$ cat config.mk
export PLATFORM = sky130hd
export DESIGN_NAME = pgia_aggregator
export DESIGN_NICKNAME = d
export VERILOG_FILES = /design/src/include/pgia_pkg.sv /design/src/include/pgia_dly_if.sv /design/src/logic/pgia_aggregator.sv /design/src/logic/pgia_rise_delay.sv
export SDC_FILE = /design/constraint.sdc
export NUM_CORES = 1
export LEC_CHECK = 0
export BUFFER_PORTS_ARGS = -buffer_cell sky130_fd_sc_hd__buf_2
export CAP_MARGIN = 20
export CELL_PAD_IN_SITES_DETAIL_PLACEMENT = 1
export CELL_PAD_IN_SITES_GLOBAL_PLACEMENT = 2
export CORE_ASPECT_RATIO = 0.75
export CORE_MARGIN = 4
export CORE_UTILIZATION = 39
export DETAILED_ROUTE_END_ITERATION = 10
export GPL_TIMING_DRIVEN = 0
export PLACE_DENSITY = 0.8
export SYNTH_ARGS = -nofsm -noshare
export SYNTH_HDL_FRONTEND = slang
export SYNTH_SLANG_ARGS = --single-unit
$ cat constraint.sdc
create_clock -name clock -period 2.2 [get_ports clock]
set_input_delay 0.44 -clock clock [delete_from_list [all_inputs] [get_ports clock]]
set_output_delay 0.44 -clock clock [all_outputs]
set_load 0.01 [all_outputs]
$ cat src/include/pgia_pkg.sv
// Package with register map, field positions, reset values and timing of the power-ok aggregator.
`default_nettype none
package pgia_pkg;

  // Monitored sources, one bit each in every per-source field.
  localparam int NSRC       = 6;
  localparam int SRC_BUCK0  = 0;
  localparam int SRC_BUCK1  = 1;
  localparam int SRC_STEPUP = 2;
  localparam int SRC_MONA   = 3;
  localparam int SRC_MONB   = 4;
  localparam int SRC_SUPPLY = 5;
  localparam int SEL_TWARN  = 6;

  // Register offsets.
  localparam logic [7:0] ADDR_TOP     = 8'h00;
  localparam logic [7:0] ADDR_FLAG_A  = 8'h02;
  localparam logic [7:0] ADDR_FLAG_B  = 8'h03;
  localparam logic [7:0] ADDR_RMASK   = 8'h04;
  localparam logic [7:0] ADDR_FMASK   = 8'h05;
  localparam logic [7:0] ADDR_MMASK   = 8'h06;
  localparam logic [7:0] ADDR_STATUS  = 8'h07;
  localparam logic [7:0] ADDR_MON_EN  = 8'h08;
  localparam logic [7:0] ADDR_SEL_A   = 8'h09;
  localparam logic [7:0] ADDR_SEL_B   = 8'h0A;
  localparam logic [7:0] ADDR_PG_CTRL = 8'h0B;
  localparam logic [7:0] ADDR_PG_FLT  = 8'h0C;

  // Summary register fields (read only).
  localparam int TOP_BUCK   = 0;
  localparam int TOP_STEPUP = 1;
  localparam int TOP_DIAG   = 2;
  localparam int TOP_SYNC   = 3;
  localparam int TOP_MEAS   = 4;
  localparam int TOP_TWARN  = 5;
  localparam int TOP_RESET  = 6;

  // Second flag register and the single-mask register share these positions.
  localparam int FB_SYNC  = 0;
  localparam int FB_MEAS  = 1;
  localparam int FB_TWARN = 2;
  localparam int FB_RESET = 3;

  // Status register: live results beside the per-source bits.
  localparam int ST_SYNC  = 6;
  localparam int ST_TWARN = 7;

  // Monitor enable register: window type sits above the source enables.
  localparam int MON_WINDOW = 6;

  // Power-ok control register fields.
  localparam int CTL_POL_A = 0;
  localparam int CTL_POL_B = 1;
  localparam int CTL_OD_A  = 2;
  localparam int CTL_OD_B  = 3;
  localparam int CTL_DLY_A = 4;
  localparam int CTL_DLY_B = 5;

  // Reset values.
  localparam logic [7:0] RST_MASK    = 8'h00;
  localparam logic [7:0] RST_MON_EN  = 8'h3F;
  localparam logic [7:0] RST_SEL     = 8'h3F;
  localparam logic [7:0] RST_PG_CTRL = 8'h03;

  // Rise delay: 11 ms at a 25 MHz clock.
  localparam int CLK_KHZ       = 25000;
  localparam int RISE_DELAY_MS = 11;
  localparam int RISE_DELAY_CYC = RISE_DELAY_MS * CLK_KHZ;
  localparam int DLY_CNT_W     = 20;

  typedef enum logic [1:0] {
    PGIA_DLY_OFF  = 2'b00,
    PGIA_DLY_WAIT = 2'b01,
    PGIA_DLY_ON   = 2'b10
  } pgia_dly_state_t;

endpackage
`default_nettype wire

$ cat src/include/pgia_dly_if.sv
// Interface between the aggregator and one power-ok rise-delay stage.
`timescale 1ns/10ps
`default_nettype none
interface pgia_dly_if;
  logic good;
  logic delayEn;
  logic asserted;
  modport agg (output good, output delayEn, input asserted);
  modport stage (input good, input delayEn, output asserted);
endinterface
`default_nettype wire

$ cat src/logic/pgia_aggregator.sv
// Power-ok and interrupt aggregator: monitor flags, masks, interrupt pin and two power-ok pins.
//
// Notes on behaviour
// - Buck window crossings set buck summary and per-buck flag; rise/fall masks; write one clears.
// - Step-up window crossings set its flag; own rise/fall masks, live status; write one clears.
// - First external monitor transitions set diagnostic summary and its flag; masked per direction.
// - Second external monitor transitions set diagnostic summary and its flag; masked per direction.
// - Main supply transitions set diagnostic summary and supply flag; masked per direction.
// - Sync clock appearing, vanishing or absent while detection runs sets the clock flag.
// - Finished load measurement sets a maskable flag with no status bit; write one clears.
// - Interrupt pin and both power-ok outputs have independent source selections.
// - A disabled converter's monitor is ignored: no interrupt, no power-ok deassertion.
// - One window bit: zero checks undervoltage only, one checks both limits.
// - All rail and thermal-warning flags are ORed to the pin, each behind its mask.
// - Two selection registers choose which enabled monitors feed each power-ok output.
// - Polarity and push-pull or open-drain drive are set per power-ok output.
// - Power-ok asserts only while every selected monitor is in tolerance.
// - With rise delay set, power-ok asserts 11 ms after all monitors settle.
// - Thermal shutdown or supply overvoltage forces both power-ok outputs inactive.
// - Gated or continuous power-ok mode is chosen by a factory setting.
// - Interrupt pin is low while any flag is set, except a masked register-reset flag; released when all are clear.
// - Every start-up sets the register-reset flag; maskable; write one clears.
`timescale 1ns/10ps
`default_nettype none
module pgia_aggregator
  import pgia_pkg::*;
#(
  parameter int unsigned DELAY_CYC       = RISE_DELAY_CYC,
  parameter bit          CONTINUOUS_MODE = 1'b1
) (
  // Clock and reset
  input  wire logic            clock,
  input  wire logic            rst_n,
  // Register port
  input  wire logic [7:0]      regAddr,
  input  wire logic [7:0]      regWrData,
  input  wire logic            regWrite,
  input  wire logic            regRead,
  output logic      [7:0]      regRdData,
  // Comparator results per source, one means within that limit
  input  wire logic [NSRC-1:0] underOk,
  input  wire logic [NSRC-1:0] overOk,
  // Converter enables
  input  wire logic [1:0]      buckEnabled,
  input  wire logic            stepUpEnabled,
  // Other events
  input  wire logic            syncClkPresent,
  input  wire logic            clkDetectEn,
  input  wire logic            loadMeasDone,
  input  wire logic            tempWarn,
  input  wire logic            thermShutdown,
  input  wire logic            supplyOvp,
  // Pins
  output logic                 irq_n_pin,
  output logic                 power_ok_out_a,
  output logic                 power_ok_out_a_oe_n,
  output logic                 power_ok_out_b,
  output logic                 power_ok_out_b_oe_n
);

  logic [7:0]      riseMask_ff;
  logic [7:0]      fallMask_ff;
  logic [7:0]      miscMask_ff;
  logic [7:0]      monEn_ff;
  logic [7:0]      selA_ff;
  logic [7:0]      selB_ff;
  logic [7:0]      pgCtrl_ff;
  logic [NSRC-1:0] monFlag_ff;
  logic [NSRC-1:0] prevOk_ff;
  logic            syncFlag_ff;
  logic            measFlag_ff;
  logic            warnFlag_ff;
  logic            resetFlag_ff;
  logic            syncPrev_ff;
  logic [1:0]      pgFault_ff;
  logic [1:0]      pgOut_ff;
  logic [1:0]      pgOeN_ff;
  logic            irqN_ff;
  logic [7:0]      rdData_ff;
  logic [7:0]      nxt_rdData;
  logic [NSRC-1:0] srcOk;
  logic [NSRC-1:0] srcActive;
  logic [NSRC-1:0] riseEvt;
  logic [NSRC-1:0] fallEvt;
  logic [NSRC-1:0] srcSet;
  logic            syncEvt;
  logic            wrFlagA;
  logic            wrFlagB;
  logic            wrPgFlt;
  logic            anyFlag;
  logic            forceOff;
  logic [1:0]      allOk;
  logic [1:0]      pgAsserted;
  logic [1:0]      pgLevel;
  logic [7:0]      topFlags;
  logic [7:0]      pgSel [2];

  pgia_dly_if dly [2] ();

  assign wrFlagA = regWrite && (regAddr == ADDR_FLAG_A);
  assign wrFlagB = regWrite && (regAddr == ADDR_FLAG_B);
  assign wrPgFlt = regWrite && (regAddr == ADDR_PG_FLT);

  // Configuration registers.
  always_ff @(posedge clock or negedge rst_n) begin
    if (!rst_n) begin
      riseMask_ff <= RST_MASK;
      fallMask_ff <= RST_MASK;
      miscMask_ff <= RST_MASK;
      monEn_ff    <= RST_MON_EN;
      selA_ff     <= RST_SEL;
      selB_ff     <= RST_SEL;
      pgCtrl_ff   <= RST_PG_CTRL;
    end else if (regWrite) begin
      case (regAddr)
        ADDR_RMASK:   riseMask_ff <= regWrData;
        ADDR_FMASK:   fallMask_ff <= regWrData;
        ADDR_MMASK:   miscMask_ff <= regWrData;
        ADDR_MON_EN:  monEn_ff    <= regWrData;
        ADDR_SEL_A:   selA_ff     <= regWrData;
        ADDR_SEL_B:   selB_ff     <= regWrData;
        ADDR_PG_CTRL: pgCtrl_ff   <= regWrData;
        default: begin
        end
      endcase
    end
  end

  // A window check of zero ignores the overvoltage comparator entirely.
  assign srcOk = underOk & (overOk | {NSRC{~monEn_ff[MON_WINDOW]}});

  // Converter monitors follow their converter's enable so a disabled converter never trips anything.
  assign srcActive = monEn_ff[NSRC-1:0] &
                     {3'b111, stepUpEnabled, buckEnabled};

  assign riseEvt = srcActive & srcOk & ~prevOk_ff;
  assign fallEvt = srcActive & ~srcOk & prevOk_ff;
  assign srcSet  = (riseEvt & ~riseMask_ff[NSRC-1:0]) |
                   (fallEvt & ~fallMask_ff[NSRC-1:0]);

  // An inactive monitor is remembered as good, so its first look after enabling counts.
  always_ff @(posedge clock or negedge rst_n) begin
    if (!rst_n) begin
      prevOk_ff <= '1;
    end else begin
      prevOk_ff <= (srcOk & srcActive) | ~srcActive;
    end
  end

  // Per-source sticky flags: a new event wins over a clear in the same cycle.
  generate
    for (genvar i = 0; i < NSRC; i++) begin : g_flag
      always_ff @(posedge clock or negedge rst_n) begin
        if (!rst_n) begin
          monFlag_ff[i] <= 1'b0;
        end else if (srcSet[i]) begin
          monFlag_ff[i] <= 1'b1;
        end else if (wrFlagA && regWrData[i]) begin
          monFlag_ff[i] <= 1'b0;
        end
      end
    end
  endgenerate

  assign syncEvt = clkDetectEn && ((syncClkPresent ^ syncPrev_ff) || !syncClkPresent);

  always_ff @(posedge clock or negedge rst_n) begin
    if (!rst_n) begin
      syncPrev_ff <= 1'b1;
    end else begin
      syncPrev_ff <= syncClkPresent;
    end
  end

  // Single-mask flags; the warning flag keeps setting while the warning lasts.
  always_ff @(posedge clock or negedge rst_n) begin
    if (!rst_n) begin
      syncFlag_ff <= 1'b0;
    end else if (syncEvt && !miscMask_ff[FB_SYNC]) begin
      syncFlag_ff <= 1'b1;
    end else if (wrFlagB && regWrData[FB_SYNC]) begin
      syncFlag_ff <= 1'b0;
    end
  end

  always_ff @(posedge clock or negedge rst_n) begin
    if (!rst_n) begin
      measFlag_ff <= 1'b0;
    end else if (loadMeasDone && !miscMask_ff[FB_MEAS]) begin
      measFlag_ff <= 1'b1;
    end else if (wrFlagB && regWrData[FB_MEAS]) begin
      measFlag_ff <= 1'b0;
    end
  end

  always_ff @(posedge clock or negedge rst_n) begin
    if (!rst_n) begin
      warnFlag_ff <= 1'b0;
    end else if (tempWarn && !miscMask_ff[FB_TWARN]) begin
      warnFlag_ff <= 1'b1;
    end else if (wrFlagB && regWrData[FB_TWARN]) begin
      warnFlag_ff <= 1'b0;
    end
  end

  // Reset is the start-up event, so the flag comes out of reset already set.
  always_ff @(posedge clock or negedge rst_n) begin
    if (!rst_n) begin
      resetFlag_ff <= 1'b1;
    end else if (wrFlagB && regWrData[FB_RESET]) begin
      resetFlag_ff <= 1'b0;
    end
  end

  // Masks act where flags are set, except the register-reset flag, whose mask gates it here at the pin.
  assign anyFlag = (|monFlag_ff) | syncFlag_ff | measFlag_ff | warnFlag_ff |
                   (resetFlag_ff & ~miscMask_ff[FB_RESET]);

  always_ff @(posedge clock or negedge rst_n) begin
    if (!rst_n) begin
      irqN_ff <= 1'b1;
    end else begin
      irqN_ff <= ~anyFlag;
    end
  end

  assign forceOff = thermShutdown || supplyOvp;
  assign pgSel[0] = selA_ff;
  assign pgSel[1] = selB_ff;

  // Power-ok paths, one per output, with their own selection and delay stage.
  generate
    for (genvar k = 0; k < 2; k++) begin : g_pg
      assign allOk[k] = (&(srcOk | ~srcActive | ~pgSel[k][NSRC-1:0])) &&
                        !(tempWarn && pgSel[k][SEL_TWARN]);
      assign dly[k].good    = allOk[k] && !forceOff;
      assign dly[k].delayEn = pgCtrl_ff[CTL_DLY_A + k];

      pgia_rise_delay #(
        .DELAY_CYC (DELAY_CYC)
      ) u_delay (
        .clock (clock),
        .rst_n (rst_n),
        .dly   (dly[k])
      );

      // Gated mode holds a seen fault until software clears it.
      always_ff @(posedge clock or negedge rst_n) begin
        if (!rst_n) begin
          pgFault_ff[k] <= 1'b0;
        end else if (!allOk[k]) begin
          pgFault_ff[k] <= 1'b1;
        end else if (wrPgFlt && regWrData[k]) begin
          pgFault_ff[k] <= 1'b0;
        end
      end

      assign pgAsserted[k] = dly[k].asserted && !forceOff &&
                             (CONTINUOUS_MODE || !pgFault_ff[k]);
      assign pgLevel[k] = pgCtrl_ff[CTL_POL_A + k] ? pgAsserted[k] : !pgAsserted[k];

      // Open drain only pulls low and lets the line float for a high level.
      always_ff @(posedge clock or negedge rst_n) begin
        if (!rst_n) begin
          pgOut_ff[k] <= 1'b0;
          pgOeN_ff[k] <= 1'b0;
        end else begin
          pgOut_ff[k] <= pgLevel[k];
          pgOeN_ff[k] <= pgCtrl_ff[CTL_OD_A + k] && pgLevel[k];
        end
      end
    end
  endgenerate

  assign topFlags = {1'b0, resetFlag_ff, warnFlag_ff, measFlag_ff, syncFlag_ff,
                     |monFlag_ff[SRC_SUPPLY:SRC_MONA], monFlag_ff[SRC_STEPUP],
                     |monFlag_ff[SRC_BUCK1:SRC_BUCK0]};

  always_comb begin
    nxt_rdData = 8'h00;
    if (regRead) begin
      case (regAddr)
        ADDR_TOP:     nxt_rdData = topFlags;
        ADDR_FLAG_A:  nxt_rdData = {2'b00, monFlag_ff};
        ADDR_FLAG_B:  nxt_rdData = {4'h0, resetFlag_ff, warnFlag_ff, measFlag_ff, syncFlag_ff};
        ADDR_RMASK:   nxt_rdData = riseMask_ff;
        ADDR_FMASK:   nxt_rdData = fallMask_ff;
        ADDR_MMASK:   nxt_rdData = miscMask_ff;
        ADDR_STATUS:  nxt_rdData = {tempWarn, syncClkPresent, srcOk};
        ADDR_MON_EN:  nxt_rdData = monEn_ff;
        ADDR_SEL_A:   nxt_rdData = selA_ff;
        ADDR_SEL_B:   nxt_rdData = selB_ff;
        ADDR_PG_CTRL: nxt_rdData = pgCtrl_ff;
        ADDR_PG_FLT:  nxt_rdData = {6'h00, pgFault_ff};
        default:      nxt_rdData = 8'h00;
      endcase
    end
  end

  always_ff @(posedge clock or negedge rst_n) begin
    if (!rst_n) begin
      rdData_ff <= 8'h00;
    end else begin
      rdData_ff <= nxt_rdData;
    end
  end

  assign regRdData           = rdData_ff;
  assign irq_n_pin           = irqN_ff;
  assign power_ok_out_a      = pgOut_ff[0];
  assign power_ok_out_b      = pgOut_ff[1];
  assign power_ok_out_a_oe_n = pgOeN_ff[0];
  assign power_ok_out_b_oe_n = pgOeN_ff[1];

  buck_rise_a: assert property (@(posedge clock) disable iff (!rst_n)
    (srcActive[0] && srcOk[0] && !prevOk_ff[0] && !riseMask_ff[0]) |=> monFlag_ff[0])
    else $error("Unmasked buck rise did not set its flag.");

  stepup_fall_a: assert property (@(posedge clock) disable iff (!rst_n)
    (srcActive[2] && !srcOk[2] && prevOk_ff[2] && fallMask_ff[2] && !monFlag_ff[2])
    |=> !monFlag_ff[2])
    else $error("Masked step-up fall set its flag.");

  diag_sum_a: assert property (@(posedge clock) disable iff (!rst_n)
    (srcActive[3] && !srcOk[3] && prevOk_ff[3] && !fallMask_ff[3])
    |=> ##1 (monFlag_ff[3] || $past(wrFlagA)) ##0 !irq_n_pin)
    else $error("Monitor fall did not reach flag and pin.");

  off_quiet_a: assert property (@(posedge clock) disable iff (!rst_n)
    (!buckEnabled[1] && !monFlag_ff[1]) |=> !monFlag_ff[1])
    else $error("Disabled buck raised a flag.");

  window_uv_a: assert property (@(posedge clock) disable iff (!rst_n)
    (!monEn_ff[MON_WINDOW] && underOk == '1 && selA_ff == 8'h3F && !forceOff
     && !pgCtrl_ff[CTL_DLY_A] && !tempWarn && CONTINUOUS_MODE) [*3]
    |=> pgOut_ff[0] == pgCtrl_ff[CTL_POL_A])
    else $error("Overvoltage result used with window check off.");

  irq_low_a: assert property (@(posedge clock) disable iff (!rst_n)
    ((|monFlag_ff) || syncFlag_ff || measFlag_ff || warnFlag_ff) |=> !irq_n_pin)
    else $error("Interrupt pin high with a flag pending.");

  irq_free_a: assert property (@(posedge clock) disable iff (!rst_n)
    (monFlag_ff == '0 && !syncFlag_ff && !measFlag_ff && !warnFlag_ff
     && (!resetFlag_ff || miscMask_ff[FB_RESET])) |=> irq_n_pin)
    else $error("Interrupt pin low with no flag pending.");

  reset_clear_a: assert property (@(posedge clock) disable iff (!rst_n)
    (wrFlagB && regWrData[FB_RESET]) |=> !resetFlag_ff)
    else $error("Register-reset flag not cleared by write one.");

  force_off_a: assert property (@(posedge clock) disable iff (!rst_n)
    (forceOff && pgCtrl_ff[CTL_POL_B]) |=> !pgOut_ff[1])
    else $error("Power-ok not forced inactive on shutdown.");

  push_pull_a: assert property (@(posedge clock) disable iff (!rst_n)
    !pgCtrl_ff[CTL_OD_A] |=> !power_ok_out_a_oe_n)
    else $error("Push-pull power-ok not driven.");

  pg_drop_a: assert property (@(posedge clock) disable iff (!rst_n)
    (!allOk[0] && pgCtrl_ff[CTL_POL_A]) |=> !pgOut_ff[0])
    else $error("Power-ok active with a selected monitor out of tolerance.");

endmodule
`default_nettype wire

$ cat src/logic/pgia_rise_delay.sv
// Rise-delay stage that holds a power-ok indication back after its inputs settle.
`timescale 1ns/10ps
`default_nettype none
module pgia_rise_delay
  import pgia_pkg::*;
#(
  parameter int unsigned DELAY_CYC = RISE_DELAY_CYC
) (
  // Clock and reset
  input  wire logic clock,
  input  wire logic rst_n,
  // Link to the aggregator
  pgia_dly_if.stage dly
);

  pgia_dly_state_t        state_ff;
  logic [DLY_CNT_W-1:0]   count_ff;

  // Losing the good condition drops the indication at once; only rising is delayed.
  always_ff @(posedge clock or negedge rst_n) begin
    if (!rst_n) begin
      state_ff <= PGIA_DLY_OFF;
      count_ff <= '0;
    end else begin
      case (state_ff)
        PGIA_DLY_OFF: begin
          count_ff <= '0;
          if (dly.good && !dly.delayEn) begin
            state_ff <= PGIA_DLY_ON;
          end else if (dly.good) begin
            state_ff <= PGIA_DLY_WAIT;
          end
        end
        PGIA_DLY_WAIT: begin
          if (!dly.good) begin
            state_ff <= PGIA_DLY_OFF;
          end else if (!dly.delayEn || count_ff == DLY_CNT_W'(DELAY_CYC - 2)) begin
            state_ff <= PGIA_DLY_ON;
          end else begin
            count_ff <= count_ff + 1'b1;
          end
        end
        PGIA_DLY_ON: begin
          if (!dly.good) begin
            state_ff <= PGIA_DLY_OFF;
          end
        end
        default: begin
          state_ff <= PGIA_DLY_OFF;
        end
      endcase
    end
  end

  assign dly.asserted = (state_ff == PGIA_DLY_ON) && dly.good;

  wait_holds_a: assert property (@(posedge clock) disable iff (!rst_n)
    (state_ff == PGIA_DLY_OFF && dly.good && dly.delayEn) |=> !dly.asserted [*2])
    else $error("Power-ok rose without the rise delay.");

endmodule
`default_nettype wire

=== Yosys cells after proc, flatten, opt, wreduce, memory -nomap -nowiden ===
Index checks and enable logic that the tools add are counted.
W data, S select, Z words.

* Bits in registers: 132
* Latch bits: 0
* RAM bits: 0
* Memory bits (read-only): 0
* Bits of input ports: 41
* Memories: 0

* $add $sub $neg: 2
* Multipliers: 0
* Divide/modulo/power cells: 0
* Order comparisons: 0
* Eq/ne operators: 29
* Shift operators: 0
* Muxes and demuxes: 44
* Bitwise operators: 30
* Reduce and logical (&&, ||, !) cells: 78

{| class="wikitable"
|+ Operators by type and width
! kind !! count
|-
| $pmux W8 S12 || 1
|-
| $mux W20 || 4
|-
| $pmux W20 S2 || 2
|-
| $and A6 B6 Y6 || 8
|-
| $not A6 Y6 || 7
|-
| $add A20 B1 Y20 const B || 2
|-
| $eq A20 B19 Y1 const B || 2
|-
| $eq A8 B4 Y1 const B || 5
|-
| $or A6 B6 Y6 || 6
|-
| $logic_and A1 B1 Y1 || 33
|-
| $eq A8 B3 Y1 const B || 4
|-
| $mux W1 || 24
|-
| $reduce_bool A2 Y1 || 11
|-
| $mux W2 || 10
|-
| $eq A8 B2 Y1 const B || 2
|-
| $reduce_and A2 Y1 || 7
|-
| $pmux W2 S3 || 2
|-
| $reduce_and A3 Y1 || 4
|-
| $reduce_and A6 Y1 || 2
|-
| $logic_not A1 Y1 || 11
|-
| $logic_not A8 Y1 || 1
|-
| $mux W8 || 1
|-
| $ne A2 B1 Y1 const B || 4
|-
| $ne A2 B2 Y1 const B || 4
|-
| 13 further kinds || 26
|}

=== Logic depth before layout (Yosys ltp) ===
Gate-level depths: netlist (run 1).

* Depth after elaboration: 13
* Gate-level depth with buffers: 9
* Depth with buffers taken out: 7

=== Modules after synthesis ===
From an unflattened synthesis (run 1), not the netlist that was laid out.

* Cell total of the unflattened synthesis: 636
* Area, all modules: 7238.2 µm²

{| class="wikitable"
|+ Modules (own cells, without submodules)
! module !! instances !! cells an instance !! area an instance (µm²)
|-
| pgia_aggregator || 1 || 369 || 4659.5
|-
| pgia_rise_delay at g_pg[0].u_delay || 1 || 137 || 1301.2
|-
| pgia_rise_delay at g_pg[1].u_delay || 1 || 130 || 1277.5
|}

=== Worst setup path after synthesis (run 1) ===
No wires, ideal clock.

* Path kind: input to register
* From: in regAddr[5]
* To: reg selA_ff[6]
* Data arrival time: 1.912 ns
* Slack: 0.164 ns
* Stages on the path: 6
* Path buffers: 2
* Cells stage by stage: or4_1 > buf_2 > nor2_1 > buf_2 > nand3_2 > mux2_2

* Longest elaborated chain between the ends: 2

{| class="wikitable"
|+ Ends and longest elaborated chain
! item !! line !! source
|-
| start: declaration || pgia_aggregator.sv:35 || <nowiki>input wire logic [7:0] regAddr,</nowiki>
|-
| $eq A8 B4 Y1 || pgia_aggregator.sv:115 || <nowiki>case (regAddr)</nowiki>
|-
| $reduce_and A2 Y1 (no line) || -- ||
|-
| end signal: assignment || pgia_aggregator.sv:120 || <nowiki>ADDR_SEL_A: selA_ff <= regWrData;</nowiki>
|-
| end: declaration || pgia_aggregator.sv:65 || <nowiki>logic [7:0] selA_ff;</nowiki>
|}

No other way between the ends.
A chain may end at the register's enable or synchronous reset.

=== Worst setup path after layout (run 1) ===
* From: reg monEn_ff[6]
* To: reg g_pg[1].u_delay.count_ff[19]

* Longest elaborated chain between the ends: 10

{| class="wikitable"
|+ Ends and longest elaborated chain
! item !! line !! source
|-
| start: declaration || pgia_aggregator.sv:64 || <nowiki>logic [7:0] monEn_ff;</nowiki>
|-
| start signal: assignment || pgia_aggregator.sv:119 || <nowiki>ADDR_MON_EN: monEn_ff <= regWrData;</nowiki>
|-
| $not A1 Y1 || pgia_aggregator.sv:130 || <nowiki>assign srcOk = underOk & (overOk | {NSRC{~monEn_ff[MON_WINDOW]}});</nowiki>
|-
| $or A6 B6 Y6 || pgia_aggregator.sv:130 ||
|-
| $and A6 B6 Y6 || pgia_aggregator.sv:130 ||
|-
| $or A6 B6 Y6 (2 in a row) || pgia_aggregator.sv:234 || <nowiki>assign allOk[k] = (&(srcOk | ~srcActive | ~pgSel[k][NSRC-1:0])) &&</nowiki>
|-
| $reduce_and A6 Y1 || pgia_aggregator.sv:234 ||
|-
| $logic_and A1 B1 Y1 || pgia_aggregator.sv:234 ||
|-
| $logic_and A1 B1 Y1 || pgia_aggregator.sv:236 || <nowiki>assign dly[k].good = allOk[k] && !forceOff;</nowiki>
|-
| $ne A2 B1 Y1 (no line) || -- ||
|-
| $reduce_and A3 Y1 (no line) || -- ||
|-
| end signal: assignment || pgia_rise_delay.sv:40 || <nowiki>count_ff <= count_ff + 1'b1;</nowiki>
|-
| end: declaration || pgia_rise_delay.sv:17 || <nowiki>logic [DLY_CNT_W-1:0] count_ff;</nowiki>
|}

No other way between the ends.

==> results of run 1 <==
[metal layers]
layer	GRT usage, %	vias to the layer above	part of all wire, %	wire length, um
met2	37.2	161	45	10400
met5	0	-	0	0
li1	-	2719	-	-
met1	34.8	3090	49	11300
met3	5.66	23	5.4	1260
met4	5.28	0	1.0	232
[power by group through the flow]
stage / Combinational, mW / Sequential, mW / Clock (mW)
final: 0.490 / 2.66 / 2.95
after global routing: 0.534 / 2.67 / 3.12
after CTS: 0.477 / 2.65 / 2.99
after detailed placement: 0.455 / 2.69 / 0
after global placement: 0.434 / 2.69 / 0
after floorplan: 0.247 / 2.65 / 0
[final cells by class]
type / count / area [um2]
Timing Repair Buffer: 76 / 538
Sequential cell: 132 / 3340
Fill cell: 1917 / 8510
Multi-Input combinational cell: 498 / 3620
Clock buffer: 20 / 447
Tap cell: 236 / 295
Inverter: 18 / 67.6
Buffer: 28 / 160
Clock inverter: 12 / 155
[what timing repair did]
action / 4_1_cts / 5_1_grt
gates resized for setup: 26 / 43
hold buffers: 1 / 0
hold endpoints to repair: 27 / 0
setup endpoints to repair: 97 / 54
gates cloned: 0 / 1
setup buffers: 15 / 11
pin swaps: 7 / 22
[cell usage in the layout, fill, tap and decap left out, drive strengths merged, types with 7 or more instances in the layout]
cell	n
o31ai	10
clkbuf	39
a21oi	51
buf	84
nor2	27
a22o	10
nand4	18
mux2	58
mux2i	9
a31oi	13
or3	25
and2	7
o21ai	34
inv	19
nand2	70
dfstp	29
dfrtp	103
and3	8
nand2b	13
nor3	16
nand3	40
nand3b	7
[kinds of logic after synthesis]
family / Yosys count / share of synthesized area, %
muxes: 69 / 11.4
adders and majority gates: 4 / 0.720
DFF: 132 / 48.0
AOI/OAI and AO/OA: 151 / 14.0
xor gates and xnor gates: 9 / 1.13
buffers and inverters: 46 / 3.02
and+or+nand+nor: 265 / 21.7
[worst max-delay path by stage]
stage,from,end,slack [ps]
after floorplan,regAddr[5],selA_ff[6],160
after global placement,rst_n,g_pg[0].u_delay.count_ff[6],-1190
after detailed placement,regAddr[3],riseMask_ff[6],-700
after CTS,monEn_ff[6],g_pg[1].u_delay.count_ff[17],-20
after global routing,monEn_ff[6],g_pg[1].u_delay.count_ff[19],-100
final,monEn_ff[6],g_pg[1].u_delay.count_ff[19],-10
[sequential cells by signal (all words and copies together), names as in the netlist, 2 cells and up]
signal	flops
selA_ff	8
g_pg.u_delay.state_ff	4
selB_ff	8
fallMask_ff	8
regRdData	8
monFlag_ff	6
g_pg.u_delay.count_ff	40
pgFault_ff	2
pgCtrl_ff	8
prevOk_ff	6
monEn_ff	8
miscMask_ff	8
riseMask_ff	8
[stage by stage]
stage	cell area (um2)	instances	setup WS [ps]
floorplan	6950	676	164
global placement	7480	958	-1190
detailed placement	7520	960	-696
CTS	8380	1008	-15.7
global route	8630	1020	-95.9
finish	8630	1020	-12.2
==> impl_metrics.env, run 1 <==
export IMPL_status="finished with violations"
export IMPL_violations="setup timing"
export IMPL_critPathKind="flop to flop"
export IMPL_power_switching_mw=1.54
export IMPL_synth_cells=676
export IMPL_drc=0
export IMPL_worst_slew_pin_slew_ps=761
export IMPL_cp_buffers_inverters=2
export IMPL_clk_latency_ps=430
export IMPL_synth_largest_area_cell="dfrtp_1"
export IMPL_cts_tree="yes"
export IMPL_cp_slowest_cell="dfrtp_4"
export IMPL_antenna_found_initial=0
export IMPL_drt_iter0_drc=429
export IMPL_portBuffers=46
export IMPL_holdCritStartpoint="syncClkPresent"
export IMPL_leakage_nw=3.54
export IMPL_end_kind="flop"
export IMPL_die_area_mm2=0.0200
export IMPL_vias_per_cell=5.88
export IMPL_whs_path_depth=1
export IMPL_grt_ovfl_total=0
export IMPL_hold_ws_ps=149
export IMPL_required_ps=2550
export IMPL_final_hold_viol_count=0
export IMPL_p_seq_share_pct=43.6
export IMPL_hold_class="primary input to flop"
export IMPL_wl_per_cell_um=22.8
export IMPL_diodes=0
export IMPL_yosys_warnings=0
export IMPL_timing_fmax_mhz=452
export IMPL_rr_endpoint="g_pg[1].u_delay.count_ff[19]"
export IMPL_htreeDepth=4
export IMPL_die_y_um=124
export IMPL_synth_ff_type="dfrtp_1"
export IMPL_power_mw=6.09
export IMPL_grt_setup_unrepaired="true"
export IMPL_syn_num_nets=721
export IMPL_synth_edff_count=0
export IMPL_num_vias=5993
export IMPL_hold_end="syncPrev_ff"
export IMPL_synth_area_mm2=0.00695
export IMPL_timing_final_crit_share_pct=101
export IMPL_cpPeakStageDelay_ps=620
export IMPL_slew_headroom_pct=49.3
export IMPL_r2r_slack_ps=-10
export IMPL_hpwl_um=16500
export IMPL_wirelength_um=23300
export IMPL_crit_family="simple AND/OR/NAND/NOR gates"
export IMPL_syn_to_final_growth_pct=24.1
export IMPL_synth_cell_types=71
export IMPL_cp_common_cell="buf_6"
export IMPL_maxSlewViolCount=0
export IMPL_track_usage_pct=24.1
export IMPL_clock_sinks=132
export IMPL_initial_core_util_pct=40.6
export IMPL_fin_crit_ps=2210
export IMPL_routabilityCongestion=0.926
export IMPL_io_pin_count=54
export IMPL_cts_buffers=17
export IMPL_clk_path_buf_depth=2
export IMPL_clkSlewWorstSetupHoldPaths_ps=60
export IMPL_synth_common_cells="103 x dfrtp_1, 69 x nand2_1, 58 x mux2_2"
export IMPL_grt_max_degree=96
export IMPL_synth_area_leaders="dfrtp_1 37%, dfstp_2 11%, mux2_2 9.4%, nand2_1 3.7%, a21oi_1 3.5%"
export IMPL_switching_share_pct=25.2
export IMPL_finalClockSkew_ps=11.8
export IMPL_syn_area_per_cell_um2=10.3
export IMPL_worst_endpoint_arrival_ps=2560
export IMPL_clkPwrFrac_pct=48.4
export IMPL_setup_tns_ps=-12.2
export IMPL_r2r_start="monEn_ff[6]"
export IMPL_crit_path_cell_trace="nand2b_4, a21oi_1, nor4b_4, buf_6, nand3_4, buf_6, or3_4, a21oi_2"
export IMPL_core_area_mm2=0.0171
export IMPL_pwr_density_cell_mw_per_mm2=706
export IMPL_dr_pass1_iters=5
export IMPL_die_width_um=162
export IMPL_final_core_util_pct=50.4
export IMPL_cp_num_cells=8
export IMPL_max_cap_violations=0
export IMPL_final_antenna_net_count=0
export IMPL_intPower_mw=4.55
export IMPL_synthArstFlopShare_pct=100
export IMPL_num_rows=41
export IMPL_synthDominantCellAreaShare_pct=37.1
export IMPL_startpoint_type="flop"
export IMPL_power_share_combinational_pct=8.0
export IMPL_crit_fanout=7
export IMPL_drive_above_1_share_pct=33.0
export IMPL_root_buffer="clkbuf_16"
export IMPL_layout_nets=816
export IMPL_yosysSeqAreaShare_pct=48.0
export IMPL_yosysMostFrequentCell="dfrtp_1"
export IMPL_report_final_setup_viol=1
export IMPL_setup_ws_ps=-12.2
export IMPL_grt_pass1_wl_um=36400
export IMPL_grt_pass1_vias=6154
export IMPL_ys_seq_elements=132
export IMPL_reg2reg_depth=8
export IMPL_peakVddDrop_mv=0.422
Note: power is estimated with default switching activity, not from simulation.
==> run 2, diff against run 1 <==
CORE_UTILIZATION = 41   (was 39)
PLACE_DENSITY = 0.81   (was 0.8)
SLEW_MARGIN = 20   (was not set)
SYNTH_HIERARCHICAL = 1   (was not set)
clock period = 2.25 ns   (was 2.2 ns; I/O delays follow)
==> run 2 against run 1 <==
Net effect:
- the flow still finishes with violations (setup timing)
- routed wire length up 1.9%
- worst hold slack worse by 2.7 ps
- largest cell class unchanged
- critical endpoint is now g_pg[1].u_delay/count_ff[8]
- sequential share of layout area down 1.9 points
- register-to-register slack worse by 460 ps
- synthesized cell count down 5.9%
- combinational power up 15%
==> impl_metrics.env, run 2 <==
export IMPL_end_kind="flop"
export IMPL_cpPeakStageDelay_ps=580
export IMPL_yosysSeqAreaShare_pct=46.1
export IMPL_dr_pass1_iters=4
export IMPL_layout_nets=785
export IMPL_top_layer="met4"
export IMPL_synthDominantCellAreaShare_pct=35.6
export IMPL_status="finished with violations"
export IMPL_instances_no_fill=989
export IMPL_hpwl_um=16200
export IMPL_cp_buffers_inverters=1
export IMPL_grt_setup_unrepaired="true"
export IMPL_max_cap_violations=0
export IMPL_slew_headroom_pct=47.3
export IMPL_dpl_cell_area_mm2=0.00783
export IMPL_routabilityCongestion=0.879
export IMPL_most_common_layout_cells="102 x dfrtp_1, 56 x buf_2, 49 x nand2_1, 42 x nor2_1, 30 x mux2_4"
export IMPL_clk_latency_ps=430
export IMPL_critPathKind="flop to flop"
export IMPL_grt_ovfl_total=0
export IMPL_drc=0
export IMPL_grt_pass1_wl_um=37100
export IMPL_vias_per_cell=5.85
export IMPL_initial_core_util_pct=42.4
export IMPL_power_mw=6.22
export IMPL_num_vias=5789
export IMPL_report_final_setup_viol=41
export IMPL_final_common_cell="dfrtp_1"
export IMPL_clkSlewWorstSetupHoldPaths_ps=60
export IMPL_num_rows=41
export IMPL_drt_iter0_drc=425
export IMPL_final_core_util_pct=53.1
export IMPL_die_area_mm2=0.0199
export IMPL_hold_ws_ps=146
export IMPL_wirelength_um=23700
export IMPL_setup_ws_ps=-477
export IMPL_root_buffer="clkbuf_16"
export IMPL_antenna_found_initial=0
export IMPL_required_ps=2520
export IMPL_cts_buffers=17
export IMPL_synth_common_cells="103 x dfrtp_1, 54 x nand2_1, 43 x nor2_1"
export IMPL_synth_ff_type="dfrtp_1"
export IMPL_final_hold_viol_count=0
export IMPL_synth_edff_count=0
export IMPL_wl_met3_um=1470
export IMPL_yosysMostFrequentCell="dfrtp_1"
export IMPL_wl_met2_um=10400
export IMPL_diodes=0
export IMPL_hold_class="primary input to flop"
export IMPL_die_y_um=123
export IMPL_synthArstFlopShare_pct=100
export IMPL_timing_final_crit_share_pct=121
export IMPL_wl_per_cell_um=23.9
export IMPL_fin_crit_ps=2730
export IMPL_synth_area_leaders="dfrtp_1 36%, dfstp_2 11%, mux2_4 6.2%, mux2_2 4.2%, nand2_1 2.8%"
export IMPL_track_usage_pct=24.7
export IMPL_drive_above_1_share_pct=40.8
export IMPL_core_area_mm2=0.0171
export IMPL_syn_area_per_cell_um2=11.4
export IMPL_largest_register_ff_count=40
export IMPL_pre_cts_slack_ps=-696
export IMPL_die_width_um=161
export IMPL_grt_pass1_vias=6194
export IMPL_peakVddDrop_mv=0.463
export IMPL_clk_path_buf_depth=2
export IMPL_ys_seq_elements=132
export IMPL_pwr_density_cell_mw_per_mm2=686
export IMPL_worst_endpoint_arrival_ps=3000
export IMPL_startpoint_type="flop"
export IMPL_syn_to_final_growth_pct=25.3
export IMPL_dp_cells=923
export IMPL_max_flop_register="g_pg.u_delay/count_ff"
export IMPL_crit_path_cell_trace="nand2b_4, a211oi_4, a311oi_2, and4_4, nand3b_4, a2111oi_4, buf_4, nand3_1, xor2_1, nor2_1"
export IMPL_setup_tns_ps=-10980
export IMPL_final_antenna_net_count=0
export IMPL_yosys_warnings=6
export IMPL_design_area_mm2=0.00907
export IMPL_io_pin_count=54
export IMPL_synth_largest_area_cell="dfrtp_1"
export IMPL_crit_family="compound AO/OA/AOI/OAI gates"
export IMPL_finalClockSkew_ps=10.2
export IMPL_syn_num_nets=681
export IMPL_synth_cells=636
export IMPL_timing_fmax_mhz=367
export IMPL_leakage_nw=3.84
export IMPL_violations="setup timing"
export IMPL_htreeDepth=4
export IMPL_cp_slowest_cell="dfrtp_4"
export IMPL_grt_max_degree=83
export IMPL_synth_area_mm2=0.00724
export IMPL_clock_sinks=132
export IMPL_crit_fanout=7
export IMPL_worst_slew_pin_slew_ps=788
export IMPL_synth_cell_types=79
export IMPL_portBuffers=50
export IMPL_m1WireLength_um=11400
export IMPL_maxSlewViolCount=0
export IMPL_cts_tree="yes"
[run 2: worst paths after layout]
| path | from | endpoint | slack, ps | cells past startpoint |
|---|---|---|---|---|
| worst max-delay path | monEn_ff[6] | g_pg[1].u_delay/count_ff[8] | -480 | 10 |
| worst min-delay path | syncClkPresent | syncPrev_ff | 150 | 1 |
| worst max register to register | monEn_ff[6] | g_pg[1].u_delay/count_ff[8] | -480 | 10 |
| worst min register to register | monFlag_ff[3] | irq_n_pin | 450 | 1 |
| max in group asynchronous | rst_n | prevOk_ff[0] | 920 | 3 |
| min in group asynchronous | rst_n | g_pg[1].u_delay/count_ff[2] | 530 | 2 |
[run 2: what timing repair did]
item / CTS / global route
hold endpoints to repair: 35 / 0
endpoints found under the setup margin: 42 / 45
resized for setup: 37 / 39
pin swaps: 18 / 19
hold buffers: 1 / 0
buffers inserted: 21 / 12
[run 2: logic make-up after synthesis]
| logic type | count (synthesis) | share of synthesized area (%) |
|---|---|---|
| AO/OA/AOI/OAI | 108 | 12.0 |
| XOR/XNOR | 25 | 3.03 |
| adder cells (fa/ha/maj) | 4 | 0.691 |
| buffers and inverters | 46 | 3.72 |
| flip-flops | 132 | 46.1 |
| multiplexers | 79 | 14.7 |
| AND/OR/NAND/NOR | 242 | 19.7 |
[run 2: layout make-up]
type                       count  area (um2)
clock buffer                  19         443
buffer                        25         190
fill                        1803        8020
timing repair buffer          85         583
tap                          236         295
inverter                      21        78.8
multi-input combinational    458        3950
sequential                   132        3340
clock inverter                13         183
[run 2: power by group]
part	leakage [nW]	switching [mW]	internal [mW]	total, mW
registers	1.69	0.142	2.52	2.66
logic	1.85	0.315	0.249	0.565
clock network	0.307	1.12	1.88	3.00
total	3.84	1.57	4.65	6.22
[run 2: worst reg2reg max path, cell delays in order (launching register included)]
cell       delay [ps]
dfrtp_4           580
nand2b_4          140
a211oi_4           80
a311oi_2          350
and4_4            320
nand3b_4          110
a2111oi_4         410
buf_4             180
nand3_1            90
xor2_1            230
nor2_1            100
[run 2: layer usage]
| layer | track usage [%] | vias to the layer above |
|---|---|---|
| met1 | 35.8 | 3030 |
| met5 | 0 | - |
| met2 | 36.4 | 163 |
| met3 | 6.76 | 28 |
| li1 | - | 2568 |
| met4 | 6.77 | 0 |
==> run 3, diff against run 2 <==
CORE_UTILIZATION = 37   (was 41)
PLACE_DENSITY = 0.77   (was 0.81)
clock period = 2.35 ns   (was 2.25 ns; I/O delays follow)
==> run 3 against run 2 <==
Net effect:
- the run still ends with setup timing left
- design area up 1.6%
- sequential share of layout area shrank 0.57 points
- global-route usage decreased by 2.4 points
- register-to-register slack gained 99 ps
- critical path depth up 1
- via count grew 0.12%
- clock power is 11% lower
- first-iteration DRC count is 23% lower
- cell count grew 2.7%
- routed wire length increased by 2.7%
- core utilization decreased by 5.3 points
- critical path type unchanged
- largest cell class unchanged
==> impl_metrics.env, run 3 (synthesis gave the netlist of run 2 again) <==
export IMPL_final_antenna_net_count=0
export IMPL_final_core_util_pct=47.8
export IMPL_max_cap_violations=0
export IMPL_root_buffer="clkbuf_16"
export IMPL_status="finished with violations"
export IMPL_report_final_setup_viol=40
export IMPL_design_area_mm2=0.00921
export IMPL_final_common_cell="dfrtp_1"
export IMPL_leakage_nw=3.86
export IMPL_wl_per_cell_um=23.9
export IMPL_grt_setup_unrepaired="true"
export IMPL_vias_per_cell=5.70
export IMPL_io_pin_count=54
export IMPL_finalClockSkew_ps=14.4
export IMPL_core_area_mm2=0.0193
export IMPL_hpwl_um=16300
export IMPL_end_kind="flop"
export IMPL_cts_tree="yes"
export IMPL_required_ps=2680
export IMPL_htreeDepth=4
export IMPL_grtUsageMet2_pct=34.8
export IMPL_drc=0
export IMPL_layout_nets=795
export IMPL_timing_final_crit_share_pct=116
export IMPL_grt_use_met1_pct=31.0
export IMPL_final_hold_viol_count=0
export IMPL_maxSlewViolCount=0
export IMPL_wirelength_um=24300
export IMPL_hold_ws_ps=170
export IMPL_slew_headroom_pct=40.7
export IMPL_timing_fmax_mhz=367
export IMPL_dpl_cell_area_mm2=0.00785
export IMPL_routabilityCongestion=0.877
export IMPL_syn_to_final_growth_pct=27.2
export IMPL_worst_endpoint_arrival_ps=3050
export IMPL_largest_register_ff_count=40
export IMPL_grt_busiest_layer="met2"
export IMPL_grt_max_degree=81
export IMPL_critPathKind="flop to flop"
export IMPL_setup_ws_ps=-378
export IMPL_drive_above_1_share_pct=41.9
export IMPL_grt_pass1_wl_um=37000
export IMPL_die_width_um=170
export IMPL_grt_pass1_vias=6165
export IMPL_clk_path_buf_depth=2
export IMPL_hold_class="primary input to flop"
export IMPL_max_flop_register="g_pg.u_delay/count_ff"
export IMPL_most_common_layout_cells="102 x dfrtp_1, 56 x buf_2, 49 x nand2_1, 43 x nor2_1, 30 x mux2_4"
export IMPL_num_rows=44
export IMPL_pwr_density_cell_mw_per_mm2=629
export IMPL_crit_fanout=8
export IMPL_worst_slew_pin_slew_ps=886
export IMPL_clkSlewWorstSetupHoldPaths_ps=60
export IMPL_num_vias=5796
export IMPL_track_usage_pct=22.3
export IMPL_clk_latency_ps=440
export IMPL_initial_core_util_pct=37.6
export IMPL_antenna_found_initial=1
export IMPL_portBuffers=50
export IMPL_drt_iter0_drc=326
export IMPL_fin_crit_ps=2730
export IMPL_die_y_um=129
export IMPL_clock_sinks=132
export IMPL_setup_tns_ps=-9240
export IMPL_grt_ovfl_total=0
export IMPL_diodes=0
export IMPL_grtUsageMet3_pct=5.67
export IMPL_startpoint_type="flop"
export IMPL_peakVddDrop_mv=0.416
export IMPL_die_area_mm2=0.0219
export IMPL_cts_buffers=17
export IMPL_dr_pass1_iters=5
export IMPL_violations="setup timing"
run 3: cell count changes in the layout (fill, tap and decap cells not counted), moves of 3 or more:
cell	delta
clkinv_2	-4
nand3_1	-5
nand3_2	+5
inv_6	+4
buf_6	+10
clkinvlp_4	+5
clkinv_4	-3
run 3: timing repair:
action / in CTS / in global routing
gates resized for setup: 47 / 45
endpoints found under the hold margin: 47 / 0
setup endpoints to repair: 45 / 42
cloned: 0 / 0
hold buffers: 1 / 0
buffers inserted: 36 / 9
pin swaps: 22 / 25
run 3: power breakdown:
group,total [mW],internal (mW),switching (mW)
registers,2.55,2.41,0.143
logic,0.572,0.257,0.315
clock network,2.67,1.58,1.09
total,5.79,4.24,1.55
run 3: layout make-up:
class	count	area, um2
buffer	25	190
clock buffer	19	433
clock inverter	13	149
fill	2061	10100
inverter	21	81.3
multi-input combinational	458	3990
sequential	132	3340
tap	253	317
timing repair buffer	95	708
run 3: worst max-delay path, stage by stage (launching register included):
cell and delay [ps]:
dfrtp_4 610, nand2b_4 140, a211oi_4 90, a311oi_2 250, buf_4 170, and4_4 240, and3b_2 230, nand2_4 80
a2111oi_4 310, buf_6 190, a31oi_4 80, a41o_1 210
run 3: final timing paths:
path | from | to | slack (ps) | cells past startpoint
max in group asynchronous | rst_n | pgCtrl_ff[1] | 1040 | 3
setup reg to reg | monEn_ff[6] | g_pg[0].u_delay/count_ff[15] | -380 | 11
setup / recovery | monEn_ff[6] | g_pg[0].u_delay/count_ff[15] | -380 | 11
hold reg to reg | monEn_ff[2] | prevOk_ff[2] | 490 | 1
min in group asynchronous | rst_n | g_pg[1].u_delay/count_ff[17] | 540 | 2
hold / removal | syncClkPresent | syncPrev_ff | 170 | 1
run 3: routing by layer:
| metal | vias to the layer above | share of wire, % |
|---|---|---|
| met1 | 3006 | 46 |
| met2 | 178 | 46 |
| met4 | 2 | 1.5 |
| met5 | - | 0.029 |
| met3 | 28 | 6.3 |
| li1 | 2582 | - |
run 3: per-stage QoR:
stage,std cells,power (mW),worst slack (ps)
finish,1016,5.79,-378
global placement,939,3.04,-992
detailed placement,940,3.07,-900
CTS,1009,5.79,-317
floorplan,636,2.81,7.22
global route,1016,6.01,-458
